<file path="config.mk">
export PLATFORM = sky130hd
export DESIGN_NAME = rsd_register_space
export DESIGN_NICKNAME = d
export VERILOG_FILES = /design/src/shared/rsd_pkg.sv /design/src/hw/rsd_register_space.sv
export SDC_FILE = /design/constraint.sdc
export NUM_CORES = 1
export LEC_CHECK = 0
export ABC_AREA = 1
export BUFFER_PORTS_ARGS = -buffer_cell sky130_fd_sc_hd__buf_2
export CAP_MARGIN = 20
export CORE_MARGIN = 2
export CORE_UTILIZATION = 45
export DETAILED_ROUTE_END_ITERATION = 10
export MAX_ROUTING_LAYER = met4
export PLACE_DENSITY = 0.69
export SKIP_LAST_GASP = 1
export SLEW_MARGIN = 20
export SYNTH_ARGS = -nofsm -noshare
export SYNTH_HDL_FRONTEND = slang
export SYNTH_SLANG_ARGS = --single-unit
export TNS_END_PERCENT = 20
</file>
<file path="constraint.sdc">
create_clock -name clk -period 6.1 [get_ports clk]
set_input_delay 0.915 -clock clk [delete_from_list [all_inputs] [get_ports clk]]
set_output_delay 0.915 -clock clk [all_outputs]
set_load 0.05 [all_outputs]
</file>
<file path="src/shared/rsd_pkg.sv">
// Register window decoder package: offsets, field layouts, reset values.
// Assumes a byte-wide host bus presenting a 16-bit address and one-cycle strobes.
package rsd_pkg;

  localparam int ADDR_W = 16;
  localparam int DATA_W = 8;
  localparam int PAGE_W = 8;

  // Window offsets
  localparam logic [7:0] OFS_A_PIN = 8'h00;
  localparam logic [7:0] OFS_B_PIN = 8'h01;
  localparam logic [7:0] OFS_A_CTRL = 8'h02;
  localparam logic [7:0] OFS_B_CTRL = 8'h03;
  localparam logic [7:0] OFS_A_OUT = 8'h04;
  localparam logic [7:0] OFS_B_OUT = 8'h05;
  localparam logic [7:0] OFS_A_DIR = 8'h06;
  localparam logic [7:0] OFS_B_DIR = 8'h07;
  localparam logic [7:0] OFS_A_DRV = 8'h08;
  localparam logic [7:0] OFS_B_DRV = 8'h09;
  localparam logic [7:0] OFS_A_IMC = 8'h0a;
  localparam logic [7:0] OFS_B_IMC = 8'h0b;
  localparam logic [7:0] OFS_A_OES = 8'h0c;
  localparam logic [7:0] OFS_B_OES = 8'h0d;
  localparam logic [7:0] OFS_C_PIN = 8'h10;
  localparam logic [7:0] OFS_D_PIN = 8'h11;
  localparam logic [7:0] OFS_C_OUT = 8'h12;
  localparam logic [7:0] OFS_D_OUT = 8'h13;
  localparam logic [7:0] OFS_C_DIR = 8'h14;
  localparam logic [7:0] OFS_D_DIR = 8'h15;
  localparam logic [7:0] OFS_C_DRV = 8'h16;
  localparam logic [7:0] OFS_D_DRV = 8'h17;
  localparam logic [7:0] OFS_C_IMC = 8'h18;
  localparam logic [7:0] OFS_C_OES = 8'h1a;
  localparam logic [7:0] OFS_D_OES = 8'h1b;
  localparam logic [7:0] OFS_OMC_AB = 8'h20;
  localparam logic [7:0] OFS_OMC_BC = 8'h21;
  localparam logic [7:0] OFS_MASK_AB = 8'h22;
  localparam logic [7:0] OFS_MASK_BC = 8'h23;
  localparam logic [7:0] OFS_PWR0 = 8'hb0;
  localparam logic [7:0] OFS_PWR2 = 8'hb4;
  localparam logic [7:0] OFS_MAIN_PROT = 8'hc0;
  localparam logic [7:0] OFS_BOOT_PROT = 8'hc2;
  localparam logic [7:0] OFS_TEST_EN = 8'hc7;
  localparam logic [7:0] OFS_PAGE = 8'he0;
  localparam logic [7:0] OFS_MEM_MAP = 8'he2;

  // Field positions
  localparam int PWR0_TURBO_OFF_BIT = 3;
  localparam int BOOT_PROT_SECURE_BIT = 7;
  localparam int MAP_W = 5;

  // Reset values and unmapped read value
  localparam logic [7:0] RST_ZERO = 8'h00;
  localparam logic [7:0] RST_MEM_MAP = 8'h00;
  localparam logic [7:0] UNMAPPED_RD = 8'hff;

  typedef struct packed {
    logic [7:0] ctrl;
    logic [7:0] out;
    logic [7:0] dir;
    logic [7:0] drv;
  } rsd_port_cfg_t;

  typedef struct packed {
    rsd_port_cfg_t [3:0] port;
    logic [7:0] omc_ab;
    logic [7:0] omc_bc;
    logic [7:0] mask_ab;
    logic [7:0] mask_bc;
    logic [7:0] pwr0;
    logic [7:0] pwr2;
    logic [7:0] test_en;
    logic [7:0] page;
    logic [7:0] mem_map;
    logic [7:0] rdata;
    logic [15:0] lat_addr;
    logic [31:0] pld_in_hold;
  } rsd_state_t;

  // Memory selects leaving the decode logic
  typedef struct packed {
    logic [7:0] main_sel;
    logic [3:0] boot_sel;
    logic sram_sel;
    logic window_sel;
  } rsd_selects_t;

endpackage

</file>
<file path="src/hw/rsd_register_space.sv">
// Register window decoder: 256-byte window, port config, macrocell access, decode logic.
// Assumes host strobes are one-cycle pulses synchronous to clk, address stable with them.
`timescale 1ns/10ps
`default_nettype none

module rsd_register_space #(
  parameter logic [15:0] WINDOW_BASE = 16'h0000, // Register window base
  parameter logic [15:0] BOOT_BASE = 16'h8000,   // Boot flash base in program and data space
  parameter logic [15:0] SRAM_BASE = 16'h2000    // SRAM base
) (
  input wire logic clk,                  // 50 MHz clock
  input wire logic resetn,               // Synchronous reset, active low
  input wire logic ce,                   // Clock enable, freezes state when low unless resetn is low
  input wire logic [15:0] host_addr,     // Host address
  input wire logic [7:0] host_wdata,     // Host write data
  input wire logic host_wr,              // Write strobe, one cycle
  input wire logic host_rd,              // Read strobe, one cycle
  input wire logic host_ale,             // Address latch strobe, one cycle
  input wire logic host_psen,            // High for a program-space fetch
  output logic [7:0] host_rdata,         // Read data, registered
  input wire logic [31:0] pin_in,        // Pin levels, ports D..A
  output logic [31:0] pin_out,           // Pin output levels
  output logic [31:0] pin_oe,            // Pin output enables
  output logic [31:0] pin_open_drain,    // Open-drain select per pin
  output logic [31:0] pin_fast_slew,     // High slew select per pin
  input wire logic [31:0] cell_oe,       // Output enables from logic array, ports D..A
  input wire logic [31:0] cell_out,      // Logic array pin data, ports D..A
  input wire logic [23:0] input_cells,   // Input macrocells, ports C..A
  input wire logic [15:0] cell_next,     // Macrocell next state from logic array, BC:AB
  input wire logic cell_clk_en,          // Macrocell clocking from logic array
  input wire logic [7:0] main_prot,      // Main flash sector protect flags
  input wire logic [3:0] boot_prot,      // Boot flash sector protect flags
  input wire logic secure,               // Device security bit
  output logic [15:0] cell_q,            // Output_cells_bc:AB
  output logic [7:0] page_q,             // Page register
  output logic [4:0] mem_map_q,          // Memory-space map bits
  output logic [7:0] pwr2_q,             // Power control 2 contents
  output logic test_port_en,             // Test port enable
  output logic turbo_off,                // Logic array in low-power latch mode
  output rsd_pkg::rsd_selects_t selects  // Memory selects
);

  rsd_pkg::rsd_state_t s_q;
  rsd_pkg::rsd_state_t s_d;

  logic in_window;
  logic [7:0] ofs;
  logic [15:0] eff_addr;
  logic [31:0] oe_live;
  logic pins_moved;
  logic [15:0] cell_live;

  function automatic logic hit(input logic [7:0] o, input logic [7:0] want);
    hit = (o == want);
  endfunction

  // Port index for per-port registers, -1 style encoded by valid flag
  function automatic logic [2:0] port_of(input logic [7:0] o, input logic [7:0] a, input logic [7:0] b,
                                         input logic [7:0] c, input logic [7:0] d);
    port_of = hit(o, a) ? 3'b100 : hit(o, b) ? 3'b101 : hit(o, c) ? 3'b110 : hit(o, d) ? 3'b111 : 3'b000;
  endfunction

  assign in_window = (host_addr[15:8] == WINDOW_BASE[15:8]);
  assign ofs = host_addr[7:0];
  assign eff_addr = host_addr;

  // Pin drivers
  genvar gp;
  generate
    for (gp = 0; gp < 4; gp++) begin : g_port
      for (genvar gb = 0; gb < 8; gb++) begin : g_bit
        localparam int I = gp * 8 + gb;
        logic addr_mode;
        // Only ports A and B carry latched address
        assign addr_mode = (gp < 2) ? s_q.port[gp].ctrl[gb] : 1'b0;
        // One assignment per bit, so no two processes share a driven variable
        // Latched address wins over MCU output, which wins over the logic array
        assign pin_out[I] = addr_mode ? s_q.lat_addr[gb] :
                            s_q.port[gp].dir[gb] ? s_q.port[gp].out[gb] :
                            cell_out[I];
        assign oe_live[I] = addr_mode | s_q.port[gp].dir[gb] | cell_oe[I];
        // Open drain only exists on ports A and C; others read the bit as slew
        assign pin_open_drain[I] = (gp == 0 || gp == 2) ? s_q.port[gp].drv[gb] : 1'b0;
        assign pin_fast_slew[I] = (gp == 0 || gp == 2) ? 1'b0 : s_q.port[gp].drv[gb];
      end
    end
  endgenerate

  assign pin_oe = oe_live;

  // In low-power mode the macrocells sleep until the pins feeding the array move
  assign pins_moved = (s_q.pld_in_hold != pin_in);
  assign cell_live = {s_q.omc_bc, s_q.omc_ab};

  always_comb begin
    logic [2:0] pi;
    logic [7:0] rd;
    s_d = s_q;
    pi = 3'b000;
    rd = rsd_pkg::UNMAPPED_RD;

    if (host_ale) begin
      s_d.lat_addr = {host_addr[7:0], host_addr[7:0]};
    end

    // Low-power hold: capture inputs only when they move
    if (s_q.pld_in_hold != pin_in) begin
      s_d.pld_in_hold = pin_in;
    end

    // Macrocells clocked by the array unless the host writes that macrocell register this cycle or the array sleeps
    if (cell_clk_en && (!turbo_off || pins_moved)) begin
      s_d.omc_ab = cell_next[7:0];
      s_d.omc_bc = cell_next[15:8];
    end

    if (host_wr && in_window) begin
      pi = port_of(ofs, rsd_pkg::OFS_A_CTRL, rsd_pkg::OFS_B_CTRL, 8'hff, 8'hff);
      // Only ports A and B have control; the unused C and D slots of the lookup could match 0xff
      if (pi[2] && !pi[1]) s_d.port[pi[1:0]].ctrl = host_wdata;
      pi = port_of(ofs, rsd_pkg::OFS_A_OUT, rsd_pkg::OFS_B_OUT, rsd_pkg::OFS_C_OUT, rsd_pkg::OFS_D_OUT);
      if (pi[2]) s_d.port[pi[1:0]].out = host_wdata;
      pi = port_of(ofs, rsd_pkg::OFS_A_DIR, rsd_pkg::OFS_B_DIR, rsd_pkg::OFS_C_DIR, rsd_pkg::OFS_D_DIR);
      if (pi[2]) s_d.port[pi[1:0]].dir = host_wdata;
      pi = port_of(ofs, rsd_pkg::OFS_A_DRV, rsd_pkg::OFS_B_DRV, rsd_pkg::OFS_C_DRV, rsd_pkg::OFS_D_DRV);
      if (pi[2]) s_d.port[pi[1:0]].drv = host_wdata;
      if (hit(ofs, rsd_pkg::OFS_OMC_AB)) begin
        s_d.omc_ab = (host_wdata & ~s_q.mask_ab) | (s_q.omc_ab & s_q.mask_ab);
      end
      if (hit(ofs, rsd_pkg::OFS_OMC_BC)) begin
        s_d.omc_bc = (host_wdata & ~s_q.mask_bc) | (s_q.omc_bc & s_q.mask_bc);
      end
      if (hit(ofs, rsd_pkg::OFS_MASK_AB)) s_d.mask_ab = host_wdata;
      if (hit(ofs, rsd_pkg::OFS_MASK_BC)) s_d.mask_bc = host_wdata;
      if (hit(ofs, rsd_pkg::OFS_PWR0)) s_d.pwr0 = host_wdata;
      if (hit(ofs, rsd_pkg::OFS_PWR2)) s_d.pwr2 = host_wdata;
      if (hit(ofs, rsd_pkg::OFS_TEST_EN)) s_d.test_en = host_wdata;
      if (hit(ofs, rsd_pkg::OFS_PAGE)) s_d.page = host_wdata;
      if (hit(ofs, rsd_pkg::OFS_MEM_MAP)) s_d.mem_map = host_wdata;
    end

    if (host_rd && in_window) begin
      unique case (ofs)
        rsd_pkg::OFS_A_PIN: rd = pin_in[7:0];
        rsd_pkg::OFS_B_PIN: rd = pin_in[15:8];
        rsd_pkg::OFS_C_PIN: rd = pin_in[23:16];
        rsd_pkg::OFS_D_PIN: rd = pin_in[31:24];
        rsd_pkg::OFS_A_CTRL: rd = s_q.port[0].ctrl;
        rsd_pkg::OFS_B_CTRL: rd = s_q.port[1].ctrl;
        rsd_pkg::OFS_A_OUT: rd = s_q.port[0].out;
        rsd_pkg::OFS_B_OUT: rd = s_q.port[1].out;
        rsd_pkg::OFS_C_OUT: rd = s_q.port[2].out;
        rsd_pkg::OFS_D_OUT: rd = s_q.port[3].out;
        rsd_pkg::OFS_A_DIR: rd = s_q.port[0].dir;
        rsd_pkg::OFS_B_DIR: rd = s_q.port[1].dir;
        rsd_pkg::OFS_C_DIR: rd = s_q.port[2].dir;
        rsd_pkg::OFS_D_DIR: rd = s_q.port[3].dir;
        rsd_pkg::OFS_A_DRV: rd = s_q.port[0].drv;
        rsd_pkg::OFS_B_DRV: rd = s_q.port[1].drv;
        rsd_pkg::OFS_C_DRV: rd = s_q.port[2].drv;
        rsd_pkg::OFS_D_DRV: rd = s_q.port[3].drv;
        rsd_pkg::OFS_A_IMC: rd = input_cells[7:0];
        rsd_pkg::OFS_B_IMC: rd = input_cells[15:8];
        rsd_pkg::OFS_C_IMC: rd = input_cells[23:16];
        rsd_pkg::OFS_A_OES: rd = oe_live[7:0];
        rsd_pkg::OFS_B_OES: rd = oe_live[15:8];
        rsd_pkg::OFS_C_OES: rd = oe_live[23:16];
        rsd_pkg::OFS_D_OES: rd = oe_live[31:24];
        rsd_pkg::OFS_OMC_AB: rd = cell_live[7:0];
        rsd_pkg::OFS_OMC_BC: rd = cell_live[15:8];
        rsd_pkg::OFS_MASK_AB: rd = s_q.mask_ab;
        rsd_pkg::OFS_MASK_BC: rd = s_q.mask_bc;
        rsd_pkg::OFS_PWR0: rd = s_q.pwr0;
        rsd_pkg::OFS_PWR2: rd = s_q.pwr2;
        rsd_pkg::OFS_MAIN_PROT: rd = main_prot;
        rsd_pkg::OFS_BOOT_PROT: rd = {secure, 3'b000, boot_prot};
        rsd_pkg::OFS_TEST_EN: rd = s_q.test_en;
        rsd_pkg::OFS_PAGE: rd = s_q.page;
        rsd_pkg::OFS_MEM_MAP: rd = s_q.mem_map;
        default: rd = rsd_pkg::UNMAPPED_RD;
      endcase
      s_d.rdata = rd;
    end

    if (!resetn) begin
      s_d = '0;
      s_d.mem_map = rsd_pkg::RST_MEM_MAP;
      s_d.rdata = rsd_pkg::RST_ZERO;
    end
  end

  always_ff @(posedge clk) begin
    if (ce || !resetn) begin
      s_q <= s_d;
    end
  end

  // Address decode logic: page extends the address; map picks program or data space
  always_comb begin
    logic prog_fetch;
    logic boot_hit;
    logic sram_hit;
    prog_fetch = host_psen;
    boot_hit = (eff_addr[15:14] == BOOT_BASE[15:14]) &&
               (prog_fetch ? s_q.mem_map[1] : s_q.mem_map[3]);
    sram_hit = (eff_addr[15:13] == SRAM_BASE[15:13]) && !prog_fetch && !in_window;
    selects.window_sel = in_window;
    selects.sram_sel = sram_hit;
    selects.boot_sel = '0;
    selects.main_sel = '0;
    if (boot_hit) begin
      selects.boot_sel[eff_addr[13:12]] = 1'b1;
    end else if (!sram_hit && !in_window &&
                 (prog_fetch ? s_q.mem_map[2] : (s_q.mem_map[4] | s_q.mem_map[0]))) begin
      selects.main_sel[{s_q.page[0], eff_addr[15:14]}] = 1'b1;
    end
  end

  assign host_rdata = s_q.rdata;
  assign cell_q = cell_live;
  assign page_q = s_q.page;
  assign mem_map_q = s_q.mem_map[4:0];
  assign pwr2_q = s_q.pwr2;
  assign test_port_en = s_q.test_en[0];
  assign turbo_off = s_q.pwr0[rsd_pkg::PWR0_TURBO_OFF_BIT];

endmodule

`default_nettype wire

</file>
; ---- Yosys cells after proc, flatten, opt, wreduce, memory -nomap -nowiden
; Cells that the tools add are included.
[word_totals]
reg_bits = 248
latch_bits = 0
ramBits = 0
romBits = 0
inputBits = 181
output_inout_bits = 189
wordCells = 289
memories = 0
[op_classes]
addsub = 0
mul = 0
n_div = 0
n_lt_le_gt_ge = 12
eq_ne = 50
shift = 0
mux = 106
bitwise = 57
n_reduce_logical = 36
[ops]
columns = op, n
row1 = 2-to-1 mux 128 bit, 7
row2 = bitwise mux 128 bit, 4
row3 = one-hot mux 8 bit (36 select lines), 1
row4 = demux 32 bit (select 2 bit), 4
row5 = 2-to-1 mux 200 bit, 1
row6 = 2-to-1 mux 8 bit, 14
row7 = "== test 8 x 5 -> 1 bit, second input constant", 11
row8 = "== test 8 bit, second input constant", 8
row9 = 2-to-1 mux 32 bit, 2
row10 = 2-to-1 mux 1 bit, 52
row11 = OR 1 bit, 49
row12 = "== test 8 x 4 -> 1 bit, second input constant", 6
row13 = 2-to-1 mux 3 bit, 15
row14 = bitwise AND 8 bit, 4
row15 = "== test 8 x 3 -> 1 bit, second input constant", 4
row16 = "== test 8 x 6 -> 1 bit, second input constant", 4
row17 = 2-to-1 mux 16 bit, 2
row18 = inequality test 32 bit, 1
row19 = 2-to-1 mux 24 bit, 1
row20 = "inequality test 2 x 1 -> 1 bit, second input constant", 11
row21 = AND reduction 3 bit, 7
row22 = "== test 8 x 2 -> 1 bit, second input constant", 2
row23 = logical NOT 8 bit, 2
row24 = NOT 8 bit, 2
row25 = other kinds (15), 47

; ---- Longest topological paths before layout
; Gate-level depths: netlist (run 1).
[logic_depth]
ltp_word = 20
mapped_depth = 14
ltp_nobuf = 13

; ---- Worst setup path before layout (run 1)
; Ideal clock, no wire load.
[synth_path]
path_type = input to register
startpoint = in host_addr[15]
endpoint = reg s_q[100] in the netlist's numbering, enable pin
setup_time_ps = 331
arrival_ps = 4489
required_time_ps = 5769
slack_ps = 1280
stages = 10
n_path_buf = 0
cell_sequence = nor2_1 -> inv_1 -> nor3_1 -> nand3_1 -> inv_2 -> nand2_1 -> inv_1 -> nand2_1 -> nand2_1 -> o21a_1
[synth_between]
elab_chain_cells = 4
[synth_lines]
columns = item, line_no
row1 = "start, declared", rsd_register_space.sv:14  ; input wire logic [15:0] host_addr,
row2 = logical NOT 8 bit, rsd_register_space.sv:63  ; assign in_window = (host_addr[15:8] == WINDOW_BASE[15:8]);
row3 = net in_window, rsd_register_space.sv:46  ; logic in_window;
row4 = logical AND 1 bit, rsd_register_space.sv:117  ; if (host_wr && in_window) begin
row5 = inequality test 2 x 1 -> 1 bit (no line), --
row6 = AND reduction 3 bit (no line), --
row7 = "end signal, assigned", rsd_register_space.sv:194  ; s_q <= s_d;
row8 = "end, declared", rsd_register_space.sv:43  ; rsd_pkg::rsd_state_t s_q;
; The timed path passes the listed nets, and every way through them passes these cells.
; A chain may end at the register's enable or synchronous reset.

; ---- Final worst setup path (run 1)
[layout_path]
startpoint = in host_addr[15]
endpoint = reg s_q (netlist bit g_port[0].g_bit[5].addr_mode), enable pin
[layout_between]
elab_chain_cells = 4
[layout_lines]
columns = item, line_no
row1 = logical NOT 8 bit, rsd_register_space.sv:63
row2 = logical AND 1 bit, rsd_register_space.sv:117
row3 = inequality test 2 x 1 -> 1 bit (no line), --
row4 = AND reduction 2 bit (no line), --
; No other way between the ends.

==> results.cfg, run 1 <==
[status]
status = complete, no violations

[timing]
max_freq_ghz = 0.308
max-slew-margin-rel_pct = 30.3
fin_ws_ns = 2.85
worst_pin_slew_ns = 1.04
setup_viol = 0
final.setup.tns_ns = 0
hold_viol = 0
final-max-slew-violation-count = 0
rsz0062_at_grt = no
final.setup_skew_ns = 0.0279
period_minus_slack_ns = 3.25
timing.final.crit_share_pct = 53.2

[global_route]
first_global_vias = 13023
grt_antenna_before_repair = 1
grt_max_degree = 71
gr-total-overflow = 0
grt_pass1_wl_um = 81900
grt_usage_pct = 34.1

[setup_path]
worstSetupPathType = in -> reg
reg2reg_from = s_q[11]
startpoint_type = input port
critPathLaunch = host_addr[15]
critPathMaxFanout = 70
crit_slowest_cell = nand2_4
crit_path_end_kind = register
cpPeakStageDelay_ns = 0.73
path_delay_family = simple AND/OR/NAND/NOR gates
worstPathRequired_ns = 6.27
cp_num_buf_inv = 5
crit_chain = buf_2 > nor2_1 > inv_1 > nor3_1 > nand3_1 > inv_2 > nand2_1 > inv_1 > nand2_1 > nand2_4 > buf_4
arrival_ns = 3.42

[final_layout]
nFillCells = 3212
drive_gt1_share_pct = 20.9
multiInputGateArea_um2 = 6090
stdcell_count = 2639
fin_area_um2 = 17000
syn2layout_area_growth_pct = 15.6
ff_latch_area_um2 = 6970
fin_nets = 2359

[hold_path]
hold_class = reg -> reg
min_from = s_q[144]

[run]
cap_viol_max_count = 0

[detailed_routing]
ant_nets = 0
drt_first_iter_violations = 1800
firstDrtPassIters = 6
vias_per_cell = 5.53
drc = 0
routedWlPerCell_um = 21.9
vias = 14588
drt_wl_total_um = 57900

[die]
start_util_pct = 45.4
core_um2 = 32400
top_level_ports = 370
row_count = 66
die_h_um = 185
die_x_um = 185
fp.dieArea_um2 = 34100

[synthesis]
synthTopCellsByCount = nand2_1, nor2_1, edfxtp_1
netlist_area_um2 = 14700
yosysSeqAreaShare_pct = 47.4
yosysTopAreaCell = edfxtp_1
synth_top_area_share_pct = 47.4
yosys-top-cells-area = edfxtp_1, nand2_1, nor2_1
syn-instance-count = 1938
avgSynthCellArea_um2 = 7.58
yosys.cell_types.count = 36
yosysWarnings = 0
synth-main-ff-cell = edfxtp_1
synthArstFlopShare_pct = 0
ys_ff_latch = 232
synthMostInstantiatedCell = nand2_1
synth_edf_count = 232

[clocking]
cts_sinks = 232
cts_root_buffer = clkbuf_16
clock_path_buffers = 3
cts-buffers-inserted = 26
holdBufCountCts = 0
cts_resized = 0
clk_latency_ns = 0.56
cts_setup_buffers = 0
htreeDepth = 1
cts.clk_slew.worst_paths_ns = 0.06
cts_tree = yes

[placement]
dp_worst_setup_slack_ns = 2.36
routabilityCongestion = 0.951
dpl_cell_area_um2 = 16100
dp_cells = 2591
portBuffers = 337
post-dp-hpwl_um = 44000

[pwr]
vdd_drop_max_v = 0.000201
p_leak_nw = 7.94
powerDensity_nw_per_um2 = 251
## registers in the layout, indices dropped and copies added (netlist names)
name,count
g_port.g_bit.addr_mode,16
pwr2_q,8
cell_q,16
pin_fast_slew,16
host_rdata,8
page_q,8
pin_open_drain,16
turbo_off,1
s_q,137
test_port_en,1
mem_map_q,5
## power by group
part | switching [mW] | internal (mW) | total [mW]
sequential | 0.0795 | 1.85 | 1.93
combinational | 0.508 | 0.159 | 0.667
clock | 0.675 | 0.992 | 1.67
## per-stage QoR
stage | total power, mW | hold slack (ns) | utilization (%)
global placement | 2.61 | 0.603 | 49.7
floorplan | 2.42 | 0.582 | -
global route | 4.36 | 0.690 | 52.5
CTS | 4.25 | 0.635 | 52.4
detailed placement | 2.61 | 0.621 | 49.7
finish | 4.26 | 0.648 | 52.5
## cell type report
class,count,share of cell area (%)
flip-flops and latches,232,41.0
multi-input cells,1387,35.9
repair buffers,352,10.7
clock buffers,32,3.96
inverters,179,3.96
well taps,442,3.26
clock inverters,14,1.19
diodes,1,0.0147
## per-layer routing
metal | up-vias | wire length (um) | GRT usage, %
met4 | 0 | 2690 | 13.7
met5 | - | 0 | -
met1 | 6750 | 22700 | 46.4
li1 | 6623 | - | -
met3 | 143 | 6970 | 6.46
met2 | 1072 | 25500 | 50.2
## cell usage in the layout (no fill, tap or decap), types with 2 or more instances in the layout
master / instances
clkinv_2: 5
a211oi_1: 6
o31ai_1: 9
bufinv_16: 5
inv_1: 153
o21ai_1: 4
nand2_2: 2
inv_2: 18
clkinv_1: 11
buf_2: 337
nand3_1: 82
clkbuf_1: 6
nand4_1: 4
mux2_2: 7
nor3b_1: 2
buf_4: 14
nand2_1: 660
nor2_2: 15
a21oi_1: 132
o211ai_1: 2
or2_2: 16
nor3_1: 9
xnor2_1: 21
nor2_1: 238
nor2_4: 7
clkbuf_16: 26
conb_1: 32
o21ai_0: 128
o21a_1: 2
edfxtp_1: 232
nand3b_1: 2
## tightest hold or removal path: stages, from the launching register on
cell      delay (ns)
edfxtp_1        0.35
nand2_1         0.06
a21oi_1         0.12
## cells by family (layout without fill, tap and decap cells)
family	Yosys count	in the layout	synth area share, %
buffers and inverters	350	577	12.0
flip-flops	232	232	47.4
AO/OA/AOI/OAI	286	286	10.1
multiplexers	7	7	0.537
other	1	33	0.0255
AND/OR/NAND/NOR	1041	1041	28.6
XOR/XNOR	21	21	1.25
## final timing paths
kind,end,slack [ns],cells after the start
worst min register to register,s_q[144],0.65,2
worst max-delay path,g_port[0].g_bit[5].addr_mode,2.85,11
worst max register to register,cell_q[9],3.96,11
worst min-delay path,s_q[144],0.65,2
Note: power is estimated with default switching activity, not from simulation.
==> run 2, diff against run 1 <==
Settings changed: ABC_AREA 1 to 0.
Clock period 6.1 ns to 3.3 ns, I/O delays scaled along.
==> run 2 against run 1 <==
Critical path depth shrank 2; critical path type unchanged; highest routed layer unchanged; sequential share of layout area shrank 1.2 points; largest power group unchanged; sequential power grew 87%; sequential cell count is the same; clock power grew 72%; die area shrank 0.12%.
==> results.cfg, run 2 <==
[detailed_routing]
firstDrtPassIters = 6
drt_wl_total_um = 69100
vias_per_cell = 6.30
vias = 14300
drc = 0
ant_nets = 0
routedWlPerCell_um = 30.4
drt_first_iter_violations = 2037

[timing]
final-max-slew-violation-count = 0
setup_viol = 0
rsz0062_at_grt = no
timing.final.crit_share_pct = 85.3
max-slew-margin-rel_pct = 29.9
worst_pin_slew_ns = 1.05
period_minus_slack_ns = 2.82
hold_slack_ns = 0.274
max_freq_ghz = 0.355
final.setup_skew_ns = 0.0138
hold_viol = 0

[clocking]
clock_path_buffers = 3
cts_resized = 0
holdBufCountCts = 0
cts_tree = yes
cts_setup_buffers = 0
cts.clk_slew.worst_paths_ns = 0.07
clk_latency_ns = 0.55
cts_sinks = 232
cts_root_buffer = clkbuf_16
htreeDepth = 1
cts-buffers-inserted = 26

[final_layout]
final_common_cell = buf_2
largest_reg_flops = 137
fin_util_pct = 54.2
drive_gt1_share_pct = 29.5
fin_nets = 1985
final_cell_mix = buf_2, nand2_1, edfxtp_1, a21oi_1, buf_4
stdcell_count = 2270
largest-register = s_q
syn2layout_area_growth_pct = 19.3

[placement]
post-dp-hpwl_um = 53300
dp_cells = 2218
portBuffers = 337
routabilityCongestion = 1.02

[setup_path]
reg2reg_from = g_port[1].g_bit[5].addr_mode
reg2regPathDepth = 7
crit_path_end_kind = register
critPathLaunch = host_addr[1]
critPathMaxFanout = 12
startpoint_type = input port
worstPathRequired_ns = 3.60
r2r_end = host_rdata[5]
worstSetupPathType = in -> reg
arrival_ns = 3.11
r2r_slack_ns = 0.61

[die]
die_h_um = 185
start_util_pct = 45.4
row_count = 66
core_um2 = 32300
fp.dieArea_um2 = 34100
top_level_ports = 370
die_x_um = 185

[synthesis]
avgSynthCellArea_um2 = 9.63
synth_top_area_share_pct = 47.5
yosysSeqAreaShare_pct = 47.5
synth_edf_count = 232
synthTopCellsByCount = nand2_1, edfxtp_1, a21oi_1
yosys-top-cells-area = edfxtp_1, nand2_1, buf_4
netlist_area_um2 = 14700
ys_ff_latch = 232
synthArstFlopShare_pct = 0
yosys.cell_types.count = 64
yosysWarnings = 0
synthMostInstantiatedCell = nand2_1
yosysTopAreaCell = edfxtp_1
syn-instance-count = 1524
synth-main-ff-cell = edfxtp_1

[pwr]
vdd_drop_max_v = 0.000486
p_leak_nw = 6.78
powerDensity_nw_per_um2 = 452

[hold_path]
hold_class = in -> reg
whs_endpoint = s_q[15]
min_from = pin_in[15]
hold_depth = 2

[global_route]
grt_max_degree = 77
grt_usage_pct = 40.8
gr-total-overflow = 0
grt_antenna_before_repair = 5
grt_pass1_wl_um = 95200
first_global_vias = 13251

[status]
status = complete, no violations

[run]
cap_viol_max_count = 0
run 2: critical path, stage by stage:
cell	delay, ns
buf_2	0.18
and4b_1	0.43
a22oi_1	0.46
a21oi_1	0.17
a2111oi_0	0.44
buf_4	0.18
nand4_1	0.16
buf_4	0.20
o41a_1	0.39
run 2: routing by layer:
metal  share of wire [%]  GRT usage [%]
met1                  41           57.9
met2                  44           60.4
met3                  12           7.41
met4                 2.7           10.2
met5                   0              -
run 2: kinds of logic after synthesis:
| group | synth area share [%] |
|---|---|
| AOI/OAI and AO/OA | 15.6 |
| DFF | 47.5 |
| xor gates and xnor gates | 1.91 |
| buffers and inverters | 9.02 |
| and+or+nand+nor | 21.6 |
| other | 0.0256 |
| muxes | 4.33 |
run 2: final cells by class:
class / instances / area, um2
antenna: 5 / 12.5
clock buffer: 28 / 679
clock inverter: 19 / 139
fill: 2940 / 14800
inverter: 6 / 26.3
multi-input combinational: 1097 / 6570
sequential: 232 / 6970
tap: 442 / 553
timing repair buffer: 441 / 2550
run 2: stage by stage:
stage	setup WS, ns	cell area [um2]	setup TNS (ns)	power [mW]
after CTS	0.489	17500	0	7.87
after global placement	-0.103	16700	-0.103	5.04
final	0.484	17500	0	7.90
after floorplan	-0.0831	14800	-2.00	4.54
after global routing	0.394	17500	0	8.06
after detailed placement	-0.0503	16700	-0.0503	5.04
run 2: worst max path at each step:
stage | to | slack [ns]
4_1_cts | host_rdata[5] | 0.49
5_1_grt | host_rdata[5] | 0.39
2_1_floorplan | mem_map_q[0] | -0.08
3_3_place_gp | host_rdata[5] | -0.10
6_report | host_rdata[5] | 0.48
3_5_place_dp | host_rdata[5] | -0.05
run 2: report_power, final:
group | internal, mW | switching [mW]
Clock | 1.63 | 1.25
Sequential | 3.41 | 0.198
Combinational | 0.384 | 1.02
Total | 5.43 | 2.48
==> run 3, diff against run 2 <==
Settings changed: CTS_BUF_LIST set to sky130_fd_sc_hd__clkbuf_8.
==> run 3 against run 2 <==
Clock-buffer cell count is 13 higher; sequential cell count is the same; total power decreased by 5.2%; clock skew grew 0.012 ns; cell area fell by 0.66%; first-iteration DRC count increased by 6.7%; clock power fell by 14%; combinational power hardly changed; highest routed layer unchanged.
==> results.cfg, run 3 (same netlist as run 2, synthesis figures left out) <==
[global_route]
grt_usage_pct = 40.9
gr-total-overflow = 0
grt_max_degree = 77
first_global_vias = 13345
grt_pass1_wl_um = 95100
grt_antenna_before_repair = 7

[detailed_routing]
vias = 14394
drt_first_iter_violations = 2173
vias_per_cell = 6.28
firstDrtPassIters = 8
drc = 0
routedWlPerCell_um = 30.2
drt_wl_total_um = 69300
ant_nets = 0

[timing]
rsz0062_at_grt = no
final.setup.tns_ns = 0
hold_slack_ns = 0.274
period_minus_slack_ns = 2.88
final-max-slew-violation-count = 0
timing.final.crit_share_pct = 87.4
max_freq_ghz = 0.347
max-slew-margin-rel_pct = 29.6
hold_viol = 0
final.setup_skew_ns = 0.0259
setup_viol = 0
worst_pin_slew_ns = 1.05

[setup_path]
worstSetupPathType = in -> reg
r2r_slack_ns = 0.53
r2r_end = host_rdata[5]
reg2reg_from = g_port[1].g_bit[5].addr_mode
arrival_ns = 3.19
startpoint_type = input port
crit_path_end_kind = register
worstPathRequired_ns = 3.61
reg2regPathDepth = 7
critPathMaxFanout = 12

[placement]
dpl_cell_area_um2 = 16700
post-dp-hpwl_um = 53300
routabilityCongestion = 1.02
portBuffers = 337

[run]
cap_viol_max_count = 0

[final_layout]
largest-register = s_q
largest_reg_flops = 137
drive_gt1_share_pct = 29.7
fin_area_um2 = 17400
syn2layout_area_growth_pct = 18.5
fin_nets = 1999
final_cell_mix = buf_2, nand2_1, edfxtp_1, a21oi_1, buf_4
final_common_cell = buf_2

[clocking]
clock_path_buffers = 3
cts_tree = yes
cts-buffers-inserted = 40
cts_root_buffer = clkbuf_8
cts_setup_buffers = 0
holdBufCountCts = 0
cts_sinks = 232
cts_resized = 0
cts.clk_slew.worst_paths_ns = 0.07
htreeDepth = 2
clk_latency_ns = 0.57

[pwr]
p_leak_nw = 6.79
total_power_mw = 7.49
powerDensity_nw_per_um2 = 431
vdd_drop_max_v = 0.000332

[hold_path]
hold_depth = 2
hold_class = in -> reg
whs_endpoint = s_q[15]
min_from = pin_in[15]

[status]
status = complete, no violations

[die]
fp.dieArea_um2 = 34100
start_util_pct = 45.4
top_level_ports = 370
die_x_um = 185
row_count = 66
core_um2 = 32300
die_h_um = 185
==> run 3: cell types whose count changed in the layout (fill, tap and decap cells not counted) <==
cell and delta:
bufinv_16 -1, clkbuf_1 -1, clkbuf_16 -27, clkbuf_8 +41
clkinv_1 -3, clkinv_2 -3, clkinv_4 -1, clkinvlp_4 +1
diode_2 -1, inv_1 +16
==> run 3: through the flow <==
stage / instances / util, % / setup slack [ns]
6_report: 2291 / 53.9 / 0.417
3_5_place_dp: 2218 / 51.6 / -0.0503
3_3_place_gp: 2218 / 51.6 / -0.103
4_1_cts: 2287 / 53.8 / 0.502
2_1_floorplan: 1555 / - / -0.0831
5_1_grt: 2291 / 53.9 / 0.410
==> run 3: power by group <==
part	total, mW	internal, mW	switching [mW]
sequential	3.61	3.42	0.198
combinational	1.41	0.384	1.02
clock	2.47	1.23	1.25
total	7.49	5.03	2.47
==> run 3: critical path, stage by stage <==
cell,delay [ns]
buf_2,0.18
and4b_1,0.44
a22oi_1,0.48
a21oi_1,0.18
a2111oi_0,0.47
buf_4,0.18
nand4_1,0.16
buf_4,0.20
o41a_1,0.39
==> run 3: worst max-delay path by stage <==
stage,endpoint,slack [ns],from,depth (start not counted)
5_1_grt,host_rdata[5],0.41,host_addr[1],9
3_3_place_gp,host_rdata[5],-0.10,host_addr[1],9
4_1_cts,host_rdata[5],0.50,host_addr[1],9
6_report,host_rdata[5],0.42,host_addr[1],9
2_1_floorplan,mem_map_q[0],-0.08,host_addr[8],7
3_5_place_dp,host_rdata[5],-0.05,host_addr[1],9
==> run 3: layout make-up <==
cell class	instances	area [um2]
multi-input cells	1097	6570
diodes	4	10.0
fillers	2976	14900
inverters	6	26.3
repair buffers	441	2550
flip-flops and latches	232	6970
clock inverters	28	141
clock buffers	41	564
well taps	442	553
==> run 3: per-layer routing <==
metal  up-vias  track usage (%)  routed length (um)  part of all wire (%)
met5         -                -                   0                     0
met4         0             11.5                2090                   3.0
met3       133             7.59                8370                    12
met2      1176             59.8               30400                    44
met1      7007             58.1               28300                    41
li1       6078                -                   -                     -
